<file path="src/design/sfw_pkg.sv">
/*
 Package for the fault and wake status bank: register offsets, field positions,
 reset values, frame layout and enumerations shared by the bank and its helpers.
 Assumes a single 100 MHz core clock and an 8-bit register view.
*/
package sfw_pkg;

    // ==========================================================================
    // Register offsets (7-bit SPI addresses).
    localparam logic [6:0] SFW_ADDR_THERM = 7'h42;
    localparam logic [6:0] SFW_ADDR_DEV = 7'h43;
    localparam logic [6:0] SFW_ADDR_BUSF = 7'h45;
    localparam logic [6:0] SFW_ADDR_WAKE = 7'h46;

    // ==========================================================================
    // Reset values.
    localparam logic [7:0] SFW_RST_VAL = 8'h00;

    // ==========================================================================
    // Field positions.
    localparam int SFW_BIT_SEVERE = 2;
    localparam int SFW_BIT_FIRST = 1;
    localparam int SFW_BIT_PREWARN = 0;
    localparam int SFW_BIT_HIST_LO = 6;
    localparam int SFW_BIT_MISS_LO = 2;
    localparam int SFW_BIT_SPI_BAD = 1;
    localparam int SFW_BIT_FAILURE = 0;
    localparam int SFW_BIT_BUS_LO = 1;
    localparam int SFW_BIT_SUPPLY = 0;
    localparam int SFW_BIT_WK_BUS = 5;
    localparam int SFW_BIT_WK_TMR = 4;

    // ==========================================================================
    // Frame layout: 16 bits, MSB first; bit 7 is the clear mode bit.
    localparam int SFW_FRAME_BITS = 16;
    localparam int SFW_BIT_MODE = 7;
    localparam logic [4:0] SFW_CNT_RST = 5'h00;

    // Pre-restart state codes.
    typedef enum logic [1:0] {
        SFW_HIST_CLEAR = 2'b00,
        SFW_HIST_FAIL = 2'b01,
        SFW_HIST_SLEEP = 2'b10
    } sfw_hist_t;

    // Bus fault codes.
    localparam logic [1:0] SFW_BUS_NONE = 2'b00;
    localparam logic [1:0] SFW_BUS_TSD = 2'b01;
    localparam logic [1:0] SFW_BUS_TXD = 2'b10;
    localparam logic [1:0] SFW_BUS_DOM = 2'b11;

    // Miss counter codes.
    localparam logic [1:0] SFW_MISS_ONE = 2'b01;
    localparam logic [1:0] SFW_MISS_TWO = 2'b10;

endpackage

</file>
<file path="src/design/sfw_cmd_if.sv">
/*
 Interface that carries a decoded SPI command from the shift engine to the bank.
 Assumes both sides run on mclk.
*/
`timescale 1ns/1ps
interface sfw_cmd_if;
    logic done; // One-cycle pulse at frame end.
    logic [6:0] addr; // Addressed register.
    logic clr; // Mode bit: 1 means clear.
    logic [7:0] rdata; // Byte shifted back out in the next frame's data phase.
    logic bad; // Frame length was not 16 bits.
    modport eng (output done, output addr, output clr, output bad, input rdata);
    modport bank (input done, input addr, input clr, input bad, output rdata);
endinterface // sfw_cmd_if

</file>
<file path="src/design/sfw_spi_eng.sv">
/*
 SPI slave shift engine, mode 0, MSB first. Samples the link pins with mclk
 through two-flop synchronisers and finds the clock edges. Assumes the link
 clock is much slower than mclk.
*/
`timescale 1ns/1ps
module sfw_spi_eng
    import sfw_pkg::*;
(
    // Clock and reset.
    input wire logic mclk,
    input wire logic rstn,
    // Link pins.
    input wire logic sclk,
    input wire logic csn,
    input wire logic sdi,
    output logic sdo,
    // Command carrier.
    sfw_cmd_if.eng cmd
);
    // ==========================================================================
    // Synchronisers; stage one is read only by stage two.
    logic [2:0] s1_q;
    logic [2:0] s2_q;
    logic sclk_prev_q;
    logic [4:0] cnt_q;
    logic [15:0] sh_q;
    logic [7:0] out_q;
    logic csn_prev_q;

    wire sclk_s = s2_q[2];
    wire csn_s = s2_q[1];
    wire sdi_s = s2_q[0];
    wire rise = sclk_s & ~sclk_prev_q;
    wire fall = ~sclk_s & sclk_prev_q;
    wire frame_end = csn_s & ~csn_prev_q;

    // Two-flop capture of the pins.
    always_ff @(posedge mclk or negedge rstn) begin
        if (!rstn) begin
            s1_q <= 3'h3;
            s2_q <= 3'h3;
        end else begin
            s1_q <= {sclk, csn, sdi};
            s2_q <= s1_q;
        end
    end

    // Shift in on rising edges; shift the read byte out on falling edges.
    always_ff @(posedge mclk or negedge rstn) begin
        if (!rstn) begin
            sclk_prev_q <= 1'b0;
            csn_prev_q <= 1'b1;
            cnt_q <= SFW_CNT_RST;
            sh_q <= 16'h0000;
            out_q <= 8'h00;
            sdo <= 1'b0;
        end else begin
            sclk_prev_q <= sclk_s;
            csn_prev_q <= csn_s;
            if (csn_s) begin
                cnt_q <= SFW_CNT_RST;
                out_q <= cmd.rdata;
                sdo <= 1'b0;
            end else if (rise) begin
                sh_q <= {sh_q[14:0], sdi_s};
                cnt_q <= cnt_q + 5'h01;
            end else if (fall && cnt_q >= 5'h08) begin
                // Data phase returns the byte latched between frames.
                sdo <= out_q[7];
                out_q <= {out_q[6:0], 1'b0};
            end
        end
    end

    // Command handed over on the chip-select release.
    always_ff @(posedge mclk or negedge rstn) begin
        if (!rstn) begin
            cmd.done <= 1'b0;
            cmd.addr <= 7'h00;
            cmd.clr <= 1'b0;
            cmd.bad <= 1'b0;
        end else begin
            cmd.done <= frame_end;
            if (frame_end) begin
                cmd.addr <= sh_q[15:9];
                cmd.clr <= sh_q[8];
                cmd.bad <= (cnt_q != 5'(SFW_FRAME_BITS));
            end
        end
    end
endmodule // sfw_spi_eng

</file>
<file path="src/design/sfw_status_bank.sv">
/*
 Fault and wake status bank: thermal, device history, bus fault and wake
 status registers read and cleared byte-wise over the SPI link. Assumes the
 mode controller delivers one-cycle event pulses on mclk.
*/
`timescale 1ns/1ps
module sfw_status_bank
    import sfw_pkg::*;
(
    // Clock and reset.
    input wire logic mclk,
    input wire logic rstn,
    // SPI link.
    input wire logic sclk,
    input wire logic csn,
    input wire logic sdi,
    output logic sdo,
    // Thermal events.
    input wire logic severe_ot_evt,
    input wire logic first_ot_evt,
    input wire logic prewarn_evt,
    // Mode controller events.
    input wire logic restart_fail_evt,
    input wire logic failsafe_wake_evt,
    input wire logic stop_to_sleep_evt,
    input wire logic sleep_no_src_evt,
    input wire logic sleep_flags_evt,
    input wire logic sleep_enter_evt,
    // Watchdog.
    input wire logic wd_miss_evt,
    input wire logic wd_ok_evt,
    input wire logic wd_stop_evt,
    input wire logic wd_stop_by_miss,
    input wire logic [2:0] cfg_sel,
    // Bus transceiver.
    input wire logic [1:0] bus_fault_code,
    input wire logic bus_fault_evt,
    input wire logic supply_low,
    input wire logic xcvr_mode_bit,
    // Wake sources: bus, timer, inputs three to one.
    input wire logic [4:0] wake_evt,
    input wire logic wake_from_failsafe,
    // Results.
    output logic failsafe_req,
    output logic restart_req,
    output logic fault_output_pins,
    output logic tx_disable
);
    import sfw_pkg::*;

    // ==========================================================================
    // Storage and decode.
    sfw_cmd_if cmd_bus(); // Command carrier from the shift engine.
    logic [2:0] therm_q; // Thermal flags.
    logic [1:0] hist_q; // Pre-restart state field.
    logic [1:0] miss_q; // Watchdog miss counter.
    logic spi_bad_q; // Invalid command flag.
    logic failure_q; // Fail output activation flag.
    logic [1:0] bus_code_q; // Bus fault code.
    logic supply_low_q; // Transceiver supply low flag.
    logic [4:0] wake_q; // Wake flags, packed bus/timer/wk3/wk2/wk1.
    logic [7:0] rdata_q; // Byte offered for the next read.
    logic [2:0] d1_q; // Async level synchroniser, stage one.
    logic [2:0] d2_q; // Async level synchroniser, stage two.

    sfw_spi_eng u_eng (
        .mclk(mclk),
        .rstn(rstn),
        .sclk(sclk),
        .csn(csn),
        .sdi(sdi),
        .sdo(sdo),
        .cmd(cmd_bus.eng)
    );

    // A clear carried by a malformed frame is dropped, so a glitch on the
    // link cannot wipe a flag that software has not yet seen.
    // Clear strobes for each register.
    wire clr_cmd = cmd_bus.done & cmd_bus.clr & ~cmd_bus.bad;
    wire clr_therm = clr_cmd && cmd_bus.addr == SFW_ADDR_THERM;
    wire clr_dev = clr_cmd && cmd_bus.addr == SFW_ADDR_DEV;
    wire clr_busf = clr_cmd && cmd_bus.addr == SFW_ADDR_BUSF;
    wire clr_wake = clr_cmd && cmd_bus.addr == SFW_ADDR_WAKE;
    wire known = cmd_bus.addr == SFW_ADDR_THERM || cmd_bus.addr == SFW_ADDR_DEV
        || cmd_bus.addr == SFW_ADDR_BUSF || cmd_bus.addr == SFW_ADDR_WAKE;
    wire bad_cmd = cmd_bus.done & (cmd_bus.bad | ~known);

    // The supply level and mode bit come from analog; synchronised first.
    wire low_s = d2_q[0] & d2_q[1];
    wire cfg_hold = (cfg_sel == 3'h2) || (cfg_sel == 3'h4);
    wire cfg_one_miss = (cfg_sel == 3'h2);
    wire cfg_zero = (cfg_sel == 3'h0);
    // Fail outputs fire at the configured miss count; zero never on first.
    wire [1:0] miss_inc = (miss_q == SFW_MISS_TWO) ? SFW_MISS_TWO : miss_q + 2'h1;
    wire miss_fo = wd_miss_evt && !cfg_zero
        && (cfg_one_miss ? miss_inc == SFW_MISS_ONE : miss_inc == SFW_MISS_TWO);
    wire fo_evt = miss_fo | severe_ot_evt | restart_fail_evt;

    // Sticky set with clear; set wins over a same-cycle clear.
    function automatic logic sticky(input logic q, input logic set, input logic clr);
        sticky = set | (q & ~clr);
    endfunction

    // ==========================================================================
    // Level synchroniser for analog inputs.
    always_ff @(posedge mclk or negedge rstn) begin
        if (!rstn) begin
            d1_q <= 3'h0;
            d2_q <= 3'h0;
        end else begin
            d1_q <= {1'b0, xcvr_mode_bit, supply_low};
            d2_q <= d1_q;
        end
    end

    // ==========================================================================
    // Thermal flags: only reset or a clear ever lower them.
    // Severe overtemperature also raises the fail-safe request below.
    always_ff @(posedge mclk or negedge rstn) begin
        if (!rstn) begin
            therm_q <= 3'h0;
        end else begin
            therm_q[SFW_BIT_SEVERE] <= sticky(therm_q[SFW_BIT_SEVERE], severe_ot_evt,
                clr_therm);
            therm_q[SFW_BIT_FIRST] <= sticky(therm_q[SFW_BIT_FIRST], first_ot_evt,
                clr_therm);
            therm_q[SFW_BIT_PREWARN] <= sticky(therm_q[SFW_BIT_PREWARN], prewarn_evt,
                clr_therm);
        end
    end

    // ==========================================================================
    // History field; failure takes priority over the sleep code.
    always_ff @(posedge mclk or negedge rstn) begin
        if (!rstn) begin
            hist_q <= SFW_HIST_CLEAR;
        end else if (restart_fail_evt || failsafe_wake_evt || severe_ot_evt
            || stop_to_sleep_evt || sleep_no_src_evt) begin
            hist_q <= SFW_HIST_FAIL;
        end else if (sleep_flags_evt || sleep_enter_evt) begin
            hist_q <= SFW_HIST_SLEEP;
        end else if (clr_dev) begin
            hist_q <= SFW_HIST_CLEAR;
        end
    end

    // ==========================================================================
    // Watchdog miss counter: the one field that hardware clears itself.
    // The stop qualifier keeps the count visible after a watchdog-caused
    // fail-safe entry, so software can still see why the device restarted.
    always_ff @(posedge mclk or negedge rstn) begin
        if (!rstn) begin
            miss_q <= 2'h0;
        end else if (wd_miss_evt) begin
            // In hold configurations the count freezes at one after the first miss.
            if (!(cfg_hold && miss_q != 2'h0)) begin
                miss_q <= miss_inc;
            end
        end else if (wd_ok_evt || (wd_stop_evt && !wd_stop_by_miss)) begin
            miss_q <= 2'h0;
        end
    end

    // ==========================================================================
    // Device flags, bus fault and wake flags.
    always_ff @(posedge mclk or negedge rstn) begin
        if (!rstn) begin
            spi_bad_q <= 1'b0;
            failure_q <= 1'b0;
            bus_code_q <= SFW_BUS_NONE;
            supply_low_q <= 1'b0;
            wake_q <= 5'h00;
        end else begin
            spi_bad_q <= sticky(spi_bad_q, bad_cmd, clr_dev);
            failure_q <= sticky(failure_q, fo_evt, clr_dev);
            if (bus_fault_evt) begin
                bus_code_q <= bus_fault_code;
            end else if (clr_busf) begin
                bus_code_q <= SFW_BUS_NONE;
            end
            supply_low_q <= sticky(supply_low_q, low_s, clr_busf);
            // Fail-safe wakes arrive on the same source lines.
            wake_q <= wake_evt | (wake_q & {5{~clr_wake}});
        end
    end

    // ==========================================================================
    // Outputs, all registered.
    // The fail pins follow the failure flag's set and clear, so the pins and
    // the flag cannot disagree after a clear.
    always_ff @(posedge mclk or negedge rstn) begin
        if (!rstn) begin
            failsafe_req <= 1'b0;
            restart_req <= 1'b0;
            fault_output_pins <= 1'b0;
            tx_disable <= 1'b0;
        end else begin
            failsafe_req <= severe_ot_evt;
            restart_req <= wd_miss_evt;
            if (fo_evt) begin
                fault_output_pins <= 1'b1;
            end else if (clr_dev) begin
                fault_output_pins <= 1'b0;
            end
            tx_disable <= low_s;
        end
    end

    // ==========================================================================
    // Read mux; reserved positions are constant zero.
    wire [7:0] rd_therm = {5'h00, therm_q};
    wire [7:0] rd_dev = {hist_q, 2'h0, miss_q, spi_bad_q, failure_q};
    wire [7:0] rd_busf = {5'h00, bus_code_q, supply_low_q};
    wire [7:0] rd_wake = {2'h0, wake_q[4:3], 1'b0, wake_q[2:0]};

    // Byte for the next frame follows the address of the last.
    // It is captured as the command lands, so a clear in the same frame
    // still hands the pre-clear value to the controller.
    always_ff @(posedge mclk or negedge rstn) begin
        if (!rstn) begin
            rdata_q <= SFW_RST_VAL;
        end else if (cmd_bus.done) begin
            unique case (cmd_bus.addr)
                SFW_ADDR_THERM: rdata_q <= rd_therm;
                SFW_ADDR_DEV: rdata_q <= rd_dev;
                SFW_ADDR_BUSF: rdata_q <= rd_busf;
                SFW_ADDR_WAKE: rdata_q <= rd_wake;
                default: rdata_q <= SFW_RST_VAL;
            endcase
        end
    end
    assign cmd_bus.rdata = rdata_q;

    // ==========================================================================
    // Checks.
    // Every flag is one register stage behind its event, so most checks look
    // one cycle after the event; the fall checks look back at the clear strobe.
    therm_sticky_a: assert property (@(posedge mclk) disable iff (!rstn)
        severe_ot_evt |=> therm_q[SFW_BIT_SEVERE] && failsafe_req)
        else $error("severe flag not set");
    therm_hold_a: assert property (@(posedge mclk) disable iff (!rstn)
        $fell(therm_q[SFW_BIT_FIRST]) |-> $past(clr_therm))
        else $error("thermal flag fell without clear");
    miss_sat_a: assert property (@(posedge mclk) disable iff (!rstn)
        miss_q != 2'h3)
        else $error("miss counter reached three");
    miss_clr_a: assert property (@(posedge mclk) disable iff (!rstn)
        wd_ok_evt && !wd_miss_evt |=> miss_q == 2'h0)
        else $error("miss counter not cleared");
    spi_bad_a: assert property (@(posedge mclk) disable iff (!rstn)
        bad_cmd |=> spi_bad_q)
        else $error("invalid command not flagged");
    cfg_zero_a: assert property (@(posedge mclk) disable iff (!rstn)
        wd_miss_evt && cfg_zero && miss_q == 2'h0 && !severe_ot_evt && !restart_fail_evt
        && !failure_q |=> !failure_q)
        else $error("config zero first miss set failure");
    wake_keep_a: assert property (@(posedge mclk) disable iff (!rstn)
        wake_evt[4] && clr_wake |=> wake_q[4])
        else $error("wake event lost to clear");
    hist_fail_a: assert property (@(posedge mclk) disable iff (!rstn)
        failsafe_wake_evt |=> hist_q == SFW_HIST_FAIL)
        else $error("fail-safe wake not recorded");
    txdis_a: assert property (@(posedge mclk) disable iff (!rstn)
        !d2_q[1] |=> !tx_disable)
        else $error("comparator active while off");
    fo_pins_a: assert property (@(posedge mclk) disable iff (!rstn)
        fo_evt |=> fault_output_pins && failure_q)
        else $error("fail output not flagged");
    busf_load_a: assert property (@(posedge mclk) disable iff (!rstn)
        bus_fault_evt |=> bus_code_q == $past(bus_fault_code))
        else $error("bus fault code not loaded");
    supply_set_a: assert property (@(posedge mclk) disable iff (!rstn)
        low_s |=> supply_low_q && tx_disable)
        else $error("supply low not flagged");
    wake_hold_a: assert property (@(posedge mclk) disable iff (!rstn)
        $fell(wake_q[0]) |-> $past(clr_wake))
        else $error("wake flag fell without clear");
    hist_sleep_a: assert property (@(posedge mclk) disable iff (!rstn)
        sleep_enter_evt && !restart_fail_evt && !failsafe_wake_evt && !severe_ot_evt
        && !stop_to_sleep_evt && !sleep_no_src_evt |=> hist_q == SFW_HIST_SLEEP)
        else $error("sleep entry not recorded");
endmodule // sfw_status_bank

</file>
<file path="config.mk">
export PLATFORM = sky130hd
export DESIGN_NAME = sfw_status_bank
export DESIGN_NICKNAME = d
export VERILOG_FILES = /design/src/design/sfw_pkg.sv /design/src/design/sfw_cmd_if.sv /design/src/design/sfw_spi_eng.sv /design/src/design/sfw_status_bank.sv
export SDC_FILE = /design/constraint.sdc
export NUM_CORES = 1
export LEC_CHECK = 0
export BUFFER_PORTS_ARGS = -buffer_cell sky130_fd_sc_hd__buf_4
export CORE_MARGIN = 2
export CORE_UTILIZATION = 60
export DETAILED_ROUTE_END_ITERATION = 10
export PLACE_DENSITY = 0.82
export SYNTH_ARGS = -nofsm -noshare
export SYNTH_HDL_FRONTEND = slang
export SYNTH_SLANG_ARGS = --single-unit
</file>
<file path="constraint.sdc">
create_clock -name mclk -period 4.5 [get_ports mclk]
set_input_delay 1.125 -clock mclk [delete_from_list [all_inputs] [get_ports mclk]]
set_output_delay 1.125 -clock mclk [all_outputs]
set_load 0.02 [all_outputs]
</file>
* After elaboration in Yosys (flattened, before gate mapping)
Index checks and enable logic that the tools add are counted.
Widths: inputs -> output; s select.
** Cells by class
- $add $sub $neg :: 2
- Multipliers :: 0
- Divide/modulo/power cells :: 0
- Order comparisons :: 1
- Equal/unequal tests :: 12
- Shifts and indexed selects :: 0
- Multiplexer cells :: 21
- Bitwise operators :: 34
- Reductions and logical operators :: 32
** Operators by type and width (number)
- $pmux 8 s4 :: 1
- $eq 7x7->1 const B :: 4
- $mux 8 :: 3
- $mux 2 :: 9
- $and 1x1->1 :: 13
- $reduce_bool 2->1 :: 6
- $logic_or 1x1->1 :: 10
- $mux 5 :: 2
- $not 1->1 :: 10
- $logic_and 1x1->1 :: 9
- $or 1x1->1 :: 9
- $mux 1 :: 6
- $reduce_and 2->1 :: 3
- $add 5x1->5 const B :: 1
- $and 5x5->5 :: 1
- $ge 5x4->1 const B :: 1
- $ne 5x5->1 const B :: 1
- $or 5x5->5 :: 1
- $eq 2x2->1 const B :: 2
- $eq 3x2->1 const B :: 1
- $eq 3x3->1 const B :: 1
- $logic_not 3->1 :: 1
- $reduce_bool 3->1 :: 1
- $add 2x1->2 const B :: 1
- other kinds (4) :: 5
** Storage, ports and cells
- Bits in registers :: 81
- Latch bits :: 0
- RAM bits :: 0
- Bits in read-only memories :: 0
- Input bits :: 32
- Output and inout bits :: 5
- Word-level logic and storage cells :: 129
- Memories :: 0

* Logic depth before layout (Yosys ltp)
Gate-level depths: netlist (run 1).
- Word-level depth :: 8
- Depth in mapped cells :: 6
- Mapped depth without buffers :: 6

* Hierarchy
From an unflattened synthesis (run 1), not the netlist that was laid out.
** Unflattened totals
- Cells, all modules :: 275
- Area, all modules :: 3388.2 sq um
** Modules (own cells, without submodules)
- sfw_spi_eng :: instances 1, cells each 150, area an instance 1988.2 sq um, sequential area each 1207.4 sq um
- sfw_status_bank :: instances 1, cells each 125, area an instance 1400.1 sq um, sequential area each 825.8 sq um

* Worst setup path after synthesis (run 1)
No wires, ideal clock.
- Path type :: input to register
- Start :: in restart_fail_evt
- End :: reg hist_q[0]
- Library setup time :: 0.124 ns
- Arrival :: 1.969 ns
- Required time :: 4.376 ns
- Slack :: 2.407 ns
- Cell stages on the path :: 3
- Buffers on the path :: 0
- Cells stage by stage :: or2_2 -> or4_1 -> o21bai_1
** On the way
- Cells in the longest elaborated chain, start to end :: 5
- Elaborated cells between the ends (all ways) :: 6
- Classes of those cells :: 1 x mux; 5 x reduce/logical
** Ends and longest elaborated chain
- start, declared :: RTL line sfw_status_bank.sv:23 : input wire logic restart_fail_evt,
- $logic_or 1x1->1 * (2 in series) :: RTL line sfw_status_bank.sv:137 : end else if (restart_fail_evt || failsafe_wake_evt || severe_ot_evt
- $logic_or 1x1->1 * (2 in series) :: RTL line sfw_status_bank.sv:138 : || stop_to_sleep_evt || sleep_no_src_evt) begin
- $reduce_bool 3->1 (no source line) or $mux 2 (tied branches)
- end signal, assigned :: RTL line sfw_status_bank.sv:136 : hist_q <= SFW_HIST_CLEAR;
- end signal, assigned :: RTL line sfw_status_bank.sv:139 : hist_q <= SFW_HIST_FAIL;
- end signal, assigned :: RTL line sfw_status_bank.sv:141 : hist_q <= SFW_HIST_SLEEP;
- end, declared :: RTL line sfw_status_bank.sv:55 : logic [1:0] hist_q;
Mark *: on every way between the ends. The rest lies on a longest branch, timed or not.
A chain may end at the register's enable or synchronous reset.

* Worst setup path after layout (run 1)
- Start :: reg u_eng.s2_q[1]
- End :: reg u_eng.cmd.clr
** On the way
- Cells in the longest elaborated chain, start to end :: 1
** Ends and longest elaborated chain
- start, declared :: RTL line sfw_spi_eng.sv:24 : logic [2:0] s2_q;
- start signal, assigned :: RTL line sfw_spi_eng.sv:45 : s2_q <= s1_q;
- $and 1x1->1 :: RTL line sfw_spi_eng.sv:36 : wire frame_end = csn_s & ~csn_prev_q;
- end signal, assigned :: RTL line sfw_spi_eng.sv:87 : cmd.clr <= sh_q[8];
- end, declared :: RTL line sfw_cmd_if.sv:12 : modport eng (output done, output addr, output clr, output bad, input rdata);
Every way passes these cells.

==> impl_metrics.py, run 1 <==
metrics = {
    "run_status": {
        "outcome": "finished, final reports clean",
    },
    "setup_path": {
        "end_kind": "register",
        "crit_type": "register to register",
        "crit_end": "u_eng.cmd.clr$_DFFE_PN0P_",
        "r2r_slack_ns": 2.46,
        "worstReg2RegEnd": "u_eng.cmd.clr$_DFFE_PN0P_",
        "rr_startpoint": "u_eng.s2_q[1]$_DFF_PN1_",
        "critPathLaunch": "u_eng.s2_q[1]$_DFF_PN1_",
        "worstRegToRegCells": 2,
        "crit_fanout": 25,
        "cp-start-kind": "register",
        "arrival_ns": 2.26,
        "required_ns": 4.72,
    },
    "cells_and_area": {
        "nets": 323,
        "final.fill_count": 343,
        "final_cell_mix": "76 x dfrtp_1, 35 x buf_4, 27 x mux2_2, 22 x nand2_1, 15 x o21ai_0",
        "layout_commonest_cell": "dfrtp_1",
        "drive_gt1_share_pct": 30.4,
        "syn2layout_area_growth_pct": 15.3,
        "antenna_cells": 0,
    },
    "sta": {
        "worst_slack_ns": 2.46,
        "setup_tns_ns": 0,
        "worst_pin_slew_ns": 1.13,
        "holdWs_ns": 0.352,
        "relSlewSlack_pct": 24.1,
        "rsz0062_at_grt": "no",
        "min_period_ns": 2.04,
        "hold_violations": 0,
        "maxSlewViolCount": 0,
        "setup_violations": 0,
        "fmax_ghz": 0.491,
        "skew_ns": 0.00464,
        "finalCritPeriodShare_pct": 45.3,
    },
    "die": {
        "rows": 26,
        "core_area_sq_um": 5170,
        "boundaryPins": 37,
        "dieWidth_um": 77.6,
        "dieArea_sq_um": 6020,
        "start_util_pct": 62.8,
        "die_h_um": 77.6,
    },
    "synth": {
        "yosys_register_bits": 81,
        "avgSynthCellArea_sq_um": 12.9,
        "synth-edff-count": 0,
        "ys.flop_type": "dfrtp_1",
        "syn_inst": 251,
        "netlist-cell-type-count": 44,
        "seq_area_frac_synth_pct": 62.6,
        "yosysWarnings": 0,
        "synth_area_sq_um": 3250,
        "syn_nets": 286,
        "synthArstFlopShare_pct": 100,
    },
    "clock_tree": {
        "cts_resized": 0,
        "cts_buffers": 9,
        "cts_root_buf": "clkbuf_8",
        "clk_pin_slew_ns": 0.07,
        "cts_tree": "yes",
        "clockBufferDepth": 2,
        "post_cts.repair.setup_buffers": 0,
        "cts.sinks": 81,
        "h-tree-depth": 3,
        "hold_buffers": 0,
        "worstSkewPairLatency_ns": 0.33,
    },
    "place": {
        "place_ws_ns": 2.24,
        "place.gp.congestion": 0.819,
        "hpwl_um": 3740,
        "io_buffers": 35,
    },
    "pwr": {
        "leakagePower_nw": 1.75,
        "power_density_nw_per_um2": 387,
        "max-vdd-ir-drop_mv": 0.341,
    },
    "routing": {
        "drc": 0,
        "first_pass_iters": 4,
        "ant_nets": 0,
        "drtIter0Drc": 116,
        "wire_per_inst_um": 14.9,
        "wirelength_um": 5410,
        "vias": 1977,
        "viasPerCell": 5.45,
    },
    "global_routing": {
        "overflow": 0,
        "antenna_found_initial": 0,
        "grt_usage_pct": 19.6,
        "grt_pass1_vias": 2031,
        "grt_max_degree": 82,
        "grt_pass1_wl_um": 9110,
    },
    "min_path": {
        "worstHoldPathType": "register to register",
    },
    "flow_run": {
        "maxCapViolations": 0,
    },
}
[power breakdown]
part / internal (mW) / switching [mW] / leakage [nW] / total [mW]
Combinational: 0.0802 / 0.0684 / 0.656 / 0.149
Clock: 0.243 / 0.235 / 0.0992 / 0.478
Sequential: 0.785 / 0.0391 / 0.998 / 0.824
Total: 1.11 / 0.342 / 1.75 / 1.45
[per-layer routing]
metal | GRT usage, % | wire [um]
met4 | 9.82 | 84
met3 | 4.07 | 186
met1 | 24.9 | 2430
met2 | 32.1 | 2710
met5 | 0 | 0
[worst min path at each step]
stage,cells past startpoint,to,startpoint,slack [ns]
after floorplan,0,d2_q[0]$_DFF_PN0_,d1_q[0]$_DFF_PN0_,0.33
after global placement,0,d2_q[0]$_DFF_PN0_,d1_q[0]$_DFF_PN0_,0.33
after detailed placement,0,u_eng.s2_q[2]$_DFF_PN0_,u_eng.s1_q[2]$_DFF_PN0_,0.34
after CTS,0,u_eng.s2_q[2]$_DFF_PN0_,u_eng.s1_q[2]$_DFF_PN0_,0.35
after global routing,0,d2_q[1]$_DFF_PN0_,d1_q[1]$_DFF_PN0_,0.36
final,0,d2_q[1]$_DFF_PN0_,d1_q[1]$_DFF_PN0_,0.35
[kinds of logic (layout without fill, tap and decap cells)]
group | after synthesis | after routing | share of synthesized area [%]
AOI/OAI and AO/OA | 44 | 44 | 8.90
xor gates and xnor gates | 6 | 6 | 1.62
adders and majority gates | 3 | 3 | 1.16
buffers and inverters | 19 | 61 | 2.31
DFF | 81 | 81 | 62.6
muxes | 38 | 38 | 12.8
and+or+nand+nor | 60 | 60 | 10.6
[cells in the mapped netlist, types with 2 or more instances]
cell type  number  area share, %
dfrtp_1        76             59
mux2_2         27            9.4
nand2_1        22            2.5
o21ai_0        15            2.3
mux2i_1        11            3.4
inv_1          10            1.2
nor2_1         10            1.2
a21o_1          9            2.1
clkbuf_1        5           0.58
dfstp_2         5            4.0
nor2b_1         5           0.96
a21oi_1         4           0.62
xor2_1          4            1.1
a22o_1          3           0.81
buf_2           3           0.46
ha_1            3            1.2
nand3b_1        3           0.69
nand4_1         3           0.58
o22ai_1         3           0.58
a22oi_1         2           0.46
nand2b_1        2           0.39
o21bai_1        2           0.46
o2bb2ai_1       2           0.54
xnor2_1         2           0.54
[area by class of cell]
class	count	area [sq um]	share of cell area [%]
Sequential cell	81	2030	54.3
Clock inverter	3	15.0	0.401
Timing Repair Buffer	35	263	7.02
Clock buffer	13	169	4.51
Multi-Input combinational cell	151	1140	30.4
Tap cell	70	87.6	2.34
Inverter	10	37.5	1.00
[per-stage QoR]
step / total power [mW] / cell area (sq um) / std cells / util, %
final: 1.45 / 3740 / 363 / 72.4
after global routing: 1.52 / 3740 / 363 / 72.4
after CTS: 1.47 / 3740 / 363 / 72.4
after detailed placement: 0.989 / 3560 / 347 / 68.8
after global placement: 0.974 / 3560 / 347 / 68.8
after floorplan: 0.919 / 3250 / 251 / -
[critical path: stages (launching register included)]
cell	delay (ns)
dfstp_2	0.79
nor2b_1	0.72
mux2_2	0.41
[sequential cells by signal (all words and copies together), names as in the netlist, 2 cells and up]
name / cells
bus_code_q: 2
cmd_bus.rdata: 8
d1_q: 2
d2_q: 2
hist_q: 2
miss_q: 2
therm_q: 3
u_eng.cmd.addr: 7
u_eng.cnt_q: 5
u_eng.out_q: 8
u_eng.s1_q: 3
u_eng.s2_q: 3
u_eng.sh_q: 16
wake_q: 5
Power figures use the tool's default switching activity.
==> run 2, diff against run 1 <==
--- a/config.mk
+++ b/config.mk
@@ -7,9 +7,9 @@
 export LEC_CHECK = 0
 export BUFFER_PORTS_ARGS = -buffer_cell sky130_fd_sc_hd__buf_4
 export CORE_MARGIN = 2
-export CORE_UTILIZATION = 60
+export CORE_UTILIZATION = 57
 export DETAILED_ROUTE_END_ITERATION = 10
-export PLACE_DENSITY = 0.82
+export PLACE_DENSITY = 0.78
 export SYNTH_ARGS = -nofsm -noshare
 export SYNTH_HDL_FRONTEND = slang
 export SYNTH_SLANG_ARGS = --single-unit
==> constraint.sdc (replaced) <==
create_clock -name mclk -period 1.9 [get_ports mclk]
set_input_delay 0.475 -clock mclk [delete_from_list [all_inputs] [get_ports mclk]]
set_output_delay 0.475 -clock mclk [all_outputs]
set_load 0.02 [all_outputs]
==> impl_metrics.py, run 2 (synthesized netlist as in run 1, its figures left out) <==
metrics = {
    "run_status": {
        "outcome": "finished, final reports clean",
    },
    "clock_tree": {
        "h-tree-depth": 3,
        "clockBufferDepth": 2,
        "clk_pin_slew_ns": 0.08,
        "cts_resized": 0,
        "cts_tree": "yes",
        "post_cts.repair.setup_buffers": 0,
        "cts.sinks": 81,
        "hold_buffers": 0,
        "cts_root_buf": "clkbuf_8",
        "cts_buffers": 9,
        "worstSkewPairLatency_ns": 0.35,
    },
    "setup_path": {
        "arrival_ns": 1.88,
        "required_ns": 2.13,
        "r2r_slack_ns": 0.25,
        "worstRegToRegCells": 4,
        "crit_type": "register to register",
        "cp-start-kind": "register",
        "crit_fanout": 5,
        "end_kind": "register",
    },
    "global_routing": {
        "grt_pass1_wl_um": 9320,
        "grt_pass1_vias": 2063,
        "busiest_layer": "met2",
        "grt_use_met1_pct": 26.1,
        "grt_max_degree": 36,
        "antenna_found_initial": 0,
        "overflow": 0,
        "grt_usage_pct": 19.4,
        "met3_usage_pct": 5.77,
        "use_met2_pct": 30.1,
    },
    "cells_and_area": {
        "drive_gt1_share_pct": 31.7,
        "top_register": "u_eng.sh_q",
        "largest_register_ffs": 16,
        "nets": 330,
        "syn2layout_area_growth_pct": 18.6,
        "final_cell_mix": "76 x dfrtp_1, 41 x buf_4, 27 x mux2_2, 22 x nand2_1, 15 x o21ai_0",
        "antenna_cells": 0,
        "final.fill_count": 408,
        "layout_commonest_cell": "dfrtp_1",
    },
    "routing": {
        "ant_nets": 0,
        "wirelength_um": 5310,
        "first_pass_iters": 4,
        "viasPerCell": 5.35,
        "vias": 1989,
        "drc": 0,
        "wire_per_inst_um": 14.3,
        "drtIter0Drc": 180,
    },
    "place": {
        "io_buffers": 35,
        "place.gp.congestion": 0.852,
        "hpwl_um": 3690,
    },
    "sta": {
        "hold_violations": 0,
        "maxSlewViolCount": 0,
        "relSlewSlack_pct": 72.9,
        "rsz0062_at_grt": "no",
        "worst_pin_slew_ns": 0.405,
        "fmax_ghz": 0.604,
        "skew_ns": 0.0149,
        "setup_tns_ns": 0,
        "finalCritPeriodShare_pct": 87.1,
        "setup_violations": 0,
        "min_period_ns": 1.65,
        "holdWs_ns": 0.0524,
    },
    "die": {
        "boundaryPins": 37,
        "core_area_sq_um": 5510,
        "start_util_pct": 59.0,
        "dieArea_sq_um": 6320,
        "rows": 27,
        "dieWidth_um": 79.5,
        "die_h_um": 79.5,
    },
    "min_path": {
        "worstHoldPathType": "input port to asynchronous set/reset pin",
    },
    "pwr": {
        "max-vdd-ir-drop_mv": 0.610,
        "power_density_nw_per_um2": 960,
        "leakagePower_nw": 1.81,
    },
    "flow_run": {
        "maxCapViolations": 0,
    },
}
-- run 2: cell count changes in the layout (fill, tap and decap cells not counted), sizes merged --
| cell | before | now |
|---|---|---|
| bufinv | 0 | 2 |
| clkinv | 3 | 1 |
| buf | 35 | 42 |
-- run 2: report_power, final --
group	internal [mW]	switching [mW]	total, mW
logic	0.198	0.154	0.352
registers	1.86	0.0908	1.95
clock network	0.812	0.584	1.40
-- run 2: path summary, 6_finish.rpt --
kind / start / to
setup / recovery: u_eng.cmd.addr[3]$_DFFE_PN0P_ / wake_q[2]$_DFF_PN0_
hold / removal: rstn / u_eng.s2_q[2]$_DFF_PN0_
setup reg to reg: u_eng.cmd.addr[3]$_DFFE_PN0P_ / wake_q[2]$_DFF_PN0_
hold reg to reg: u_eng.s1_q[1]$_DFF_PN1_ / u_eng.s2_q[1]$_DFF_PN1_
max in group asynchronous: rstn / u_eng.csn_prev_q$_DFF_PN1_
min in group mclk: supply_low / d1_q[0]$_DFF_PN0_
-- run 2: area by class of cell --
class                      count  area [sq um]  area share, %
tap                           72          90.1           2.34
inverter                      10          37.5          0.975
multi-input combinational    151          1140           29.6
clock inverter                 3          65.1           1.69
clock buffer                  13           159           4.13
sequential                    81          2030           52.8
timing repair buffer          42           328           8.51
-- run 2: metrics by stage --
step                utilization [%]  cells  area (sq um)  total power [mW]  setup WS [ns]
finish                         69.9    372          3850              3.70          0.246
global route                   69.9    372          3850              3.87          0.125
CTS                            69.9    372          3850              3.72          0.230
detailed placement             65.9    356          3630              2.34          0.240
global placement               65.9    356          3630              2.32          0.273
floorplan                         -    251          3250              2.18          0.249
-- run 2: critical path, cell delays in order (launching register included) --
cell and delay, ns:
dfrtp_1 0.41, nor4b_4 0.34, nand4b_1 0.20, or3_4 0.41
a21o_1 0.19
-- run 2: layer usage --
layer / wire length, um / vias up
li1: - / 959
met2: 2570 / 28
met4: 80 / 0
met5: 0 / -
met3: 187 / 11
met1: 2480 / 991
==> run 3, diff against run 2 <==
--- a/config.mk
+++ b/config.mk
@@ -7,9 +7,9 @@
 export LEC_CHECK = 0
 export BUFFER_PORTS_ARGS = -buffer_cell sky130_fd_sc_hd__buf_4
 export CORE_MARGIN = 2
-export CORE_UTILIZATION = 57
+export CORE_UTILIZATION = 52
 export DETAILED_ROUTE_END_ITERATION = 10
-export PLACE_DENSITY = 0.78
+export PLACE_DENSITY = 0.75
 export SYNTH_ARGS = -nofsm -noshare
 export SYNTH_HDL_FRONTEND = slang
 export SYNTH_SLANG_ARGS = --single-unit
==> constraint.sdc (replaced) <==
create_clock -name mclk -period 1.5 [get_ports mclk]
set_input_delay 0.375 -clock mclk [delete_from_list [all_inputs] [get_ports mclk]]
set_output_delay 0.375 -clock mclk [all_outputs]
set_load 0.02 [all_outputs]
==> impl_metrics.py, run 3 (synthesized netlist as in run 1, its figures left out) <==
metrics = {
    "routing": {
        "wire_per_inst_um": 14.5,
        "drc": 0,
        "viasPerCell": 5.23,
        "vias": 2002,
        "wirelength_um": 5540,
        "ant_nets": 0,
        "wl_met2_um": 2760,
        "drt-met1-wl_um": 2600,
        "first_pass_iters": 3,
        "highest_layer": "met4",
        "drtIter0Drc": 70,
        "wl_met3_um": 90,
    },
    "flow_run": {
        "maxCapViolations": 0,
    },
    "setup_path": {
        "crit_type": "register to register",
        "required_ns": 1.73,
        "crit_fanout": 3,
        "cp-start-kind": "register",
        "end_kind": "register",
        "arrival_ns": 1.88,
    },
    "clock_tree": {
        "clockBufferDepth": 2,
        "cts_tree": "yes",
        "clk_pin_slew_ns": 0.08,
        "h-tree-depth": 3,
        "cts.sinks": 81,
        "cts_root_buf": "clkbuf_8",
        "cts_buffers": 9,
        "worstSkewPairLatency_ns": 0.34,
    },
    "cells_and_area": {
        "drive_gt1_share_pct": 36.0,
        "top_register": "u_eng.sh_q",
        "nets": 339,
        "antenna_cells": 0,
        "layout_commonest_cell": "dfrtp_1",
        "largest_register_ffs": 16,
        "syn2layout_area_growth_pct": 23.8,
        "final_cell_mix": "75 x dfrtp_1, 47 x buf_4, 26 x mux2_2, 21 x nand2_1, 14 x o21ai_0",
    },
    "pwr": {
        "leakagePower_nw": 1.87,
        "finalPower_mw": 4.96,
        "power_density_nw_per_um2": 1230,
        "max-vdd-ir-drop_mv": 0.718,
    },
    "sta": {
        "holdWs_ns": 0.137,
        "fmax_ghz": 0.607,
        "setup_violations": 8,
        "finalCritPeriodShare_pct": 110,
        "skew_ns": 0.00804,
        "worst_pin_slew_ns": 0.408,
        "hold_violations": 0,
        "rsz0062_at_grt": "yes",
        "min_period_ns": 1.65,
        "relSlewSlack_pct": 72.5,
        "worst_slack_ns": -0.149,
        "maxSlewViolCount": 0,
    },
    "global_routing": {
        "grt_max_degree": 30,
        "grt_usage_pct": 17.5,
        "antenna_found_initial": 0,
        "grt_pass1_wl_um": 9630,
        "grt_pass1_vias": 2134,
        "overflow": 0,
    },
    "place": {
        "io_buffers": 35,
        "place.gp.congestion": 0.755,
        "hpwl_um": 3810,
    },
    "min_path": {
        "worstHoldPathType": "input port to register",
    },
    "die": {
        "start_util_pct": 54.2,
        "rows": 28,
        "die_h_um": 83.0,
        "dieWidth_um": 83.0,
        "dieArea_sq_um": 6890,
        "core_area_sq_um": 5990,
        "boundaryPins": 37,
    },
    "run_status": {
        "outcome": "complete, but fails checks",
        "violations": "setup timing",
    },
}
[run 3: cell types whose count changed in the layout (fill, tap and decap cells not counted), moves of 2 or more]
cell / delta
o22ai_1: -2
o22ai_2: +2
buf_4: +6
clkbuf_8: -2
bufinv_16: +2
[run 3: cell type report]
cell class | instances | area, sq um
clock buffer | 10 | 128
clock inverter | 5 | 129
fill | 429 | 1970
inverter | 10 | 37.5
multi-input combinational | 151 | 1180
sequential | 81 | 2030
tap | 75 | 93.8
timing repair buffer | 51 | 414
[run 3: final timing paths]
check	slack [ns]	from	end	cells after the start
min reg2reg	0.35	d1_q[0]$_DFF_PN0_	d2_q[0]$_DFF_PN0_	0
min in group asynchronous	0.49	rstn	u_eng.sh_q[0]$_DFFE_PN0P_	2
max in group asynchronous	0.45	rstn	u_eng.cmd.done$_DFF_PN0_	3
max	-0.15	u_eng.cmd.addr[3]$_DFFE_PN0P_	therm_q[1]$_DFF_PN0_	4
min	0.14	sdi	u_eng.s1_q[0]$_DFF_PN1_	1
max reg2reg	-0.15	u_eng.cmd.addr[3]$_DFFE_PN0P_	therm_q[1]$_DFF_PN0_	4
[run 3: what timing repair did]
| item | in CTS | in global routing |
|---|---|---|
| setup buffers | 3 | 3 |
| pin swaps | 3 | 7 |
| gates resized for setup | 5 | 8 |
| setup endpoints to repair | 12 | 23 |
| hold buffers | 1 | 0 |
| hold endpoints to repair | 21 | 0 |
[run 3: stage by stage]
stage | worst slack [ns] | std cells | instance area (sq um) | TNS [ns] | utilization [%]
finish | -0.149 | 383 | 4020 | -0.917 | 67.1
detailed placement | -0.151 | 365 | 3690 | -0.983 | 61.6
global route | -0.227 | 383 | 4020 | -1.76 | 67.1
CTS | -0.152 | 383 | 3990 | -0.785 | 66.6
floorplan | -0.151 | 251 | 3250 | -0.914 | -
global placement | -0.0860 | 365 | 3690 | -0.416 | 61.6
[run 3: critical path: stages, from the launching register on]
cell      delay, ns
dfrtp_1        0.42
nor4b_4        0.33
nand3b_1       0.14
or4_4          0.45
a21o_1         0.20
[run 3: routing by layer]
| layer | vias to the layer above | track usage, % |
|---|---|---|
| met5 | - | 0 |
| met3 | 8 | 3.68 |
| met2 | 15 | 28.2 |
| met4 | 0 | 8.94 |
| met1 | 995 | 22.5 |
| li1 | 984 | - |
[run 3: power by group]
group          switching [mW]  internal [mW]  total [mW]
clock network           0.748           1.27        2.02
logic                   0.213          0.265       0.479
registers               0.107           2.35        2.46
total                    1.07           3.89        4.96
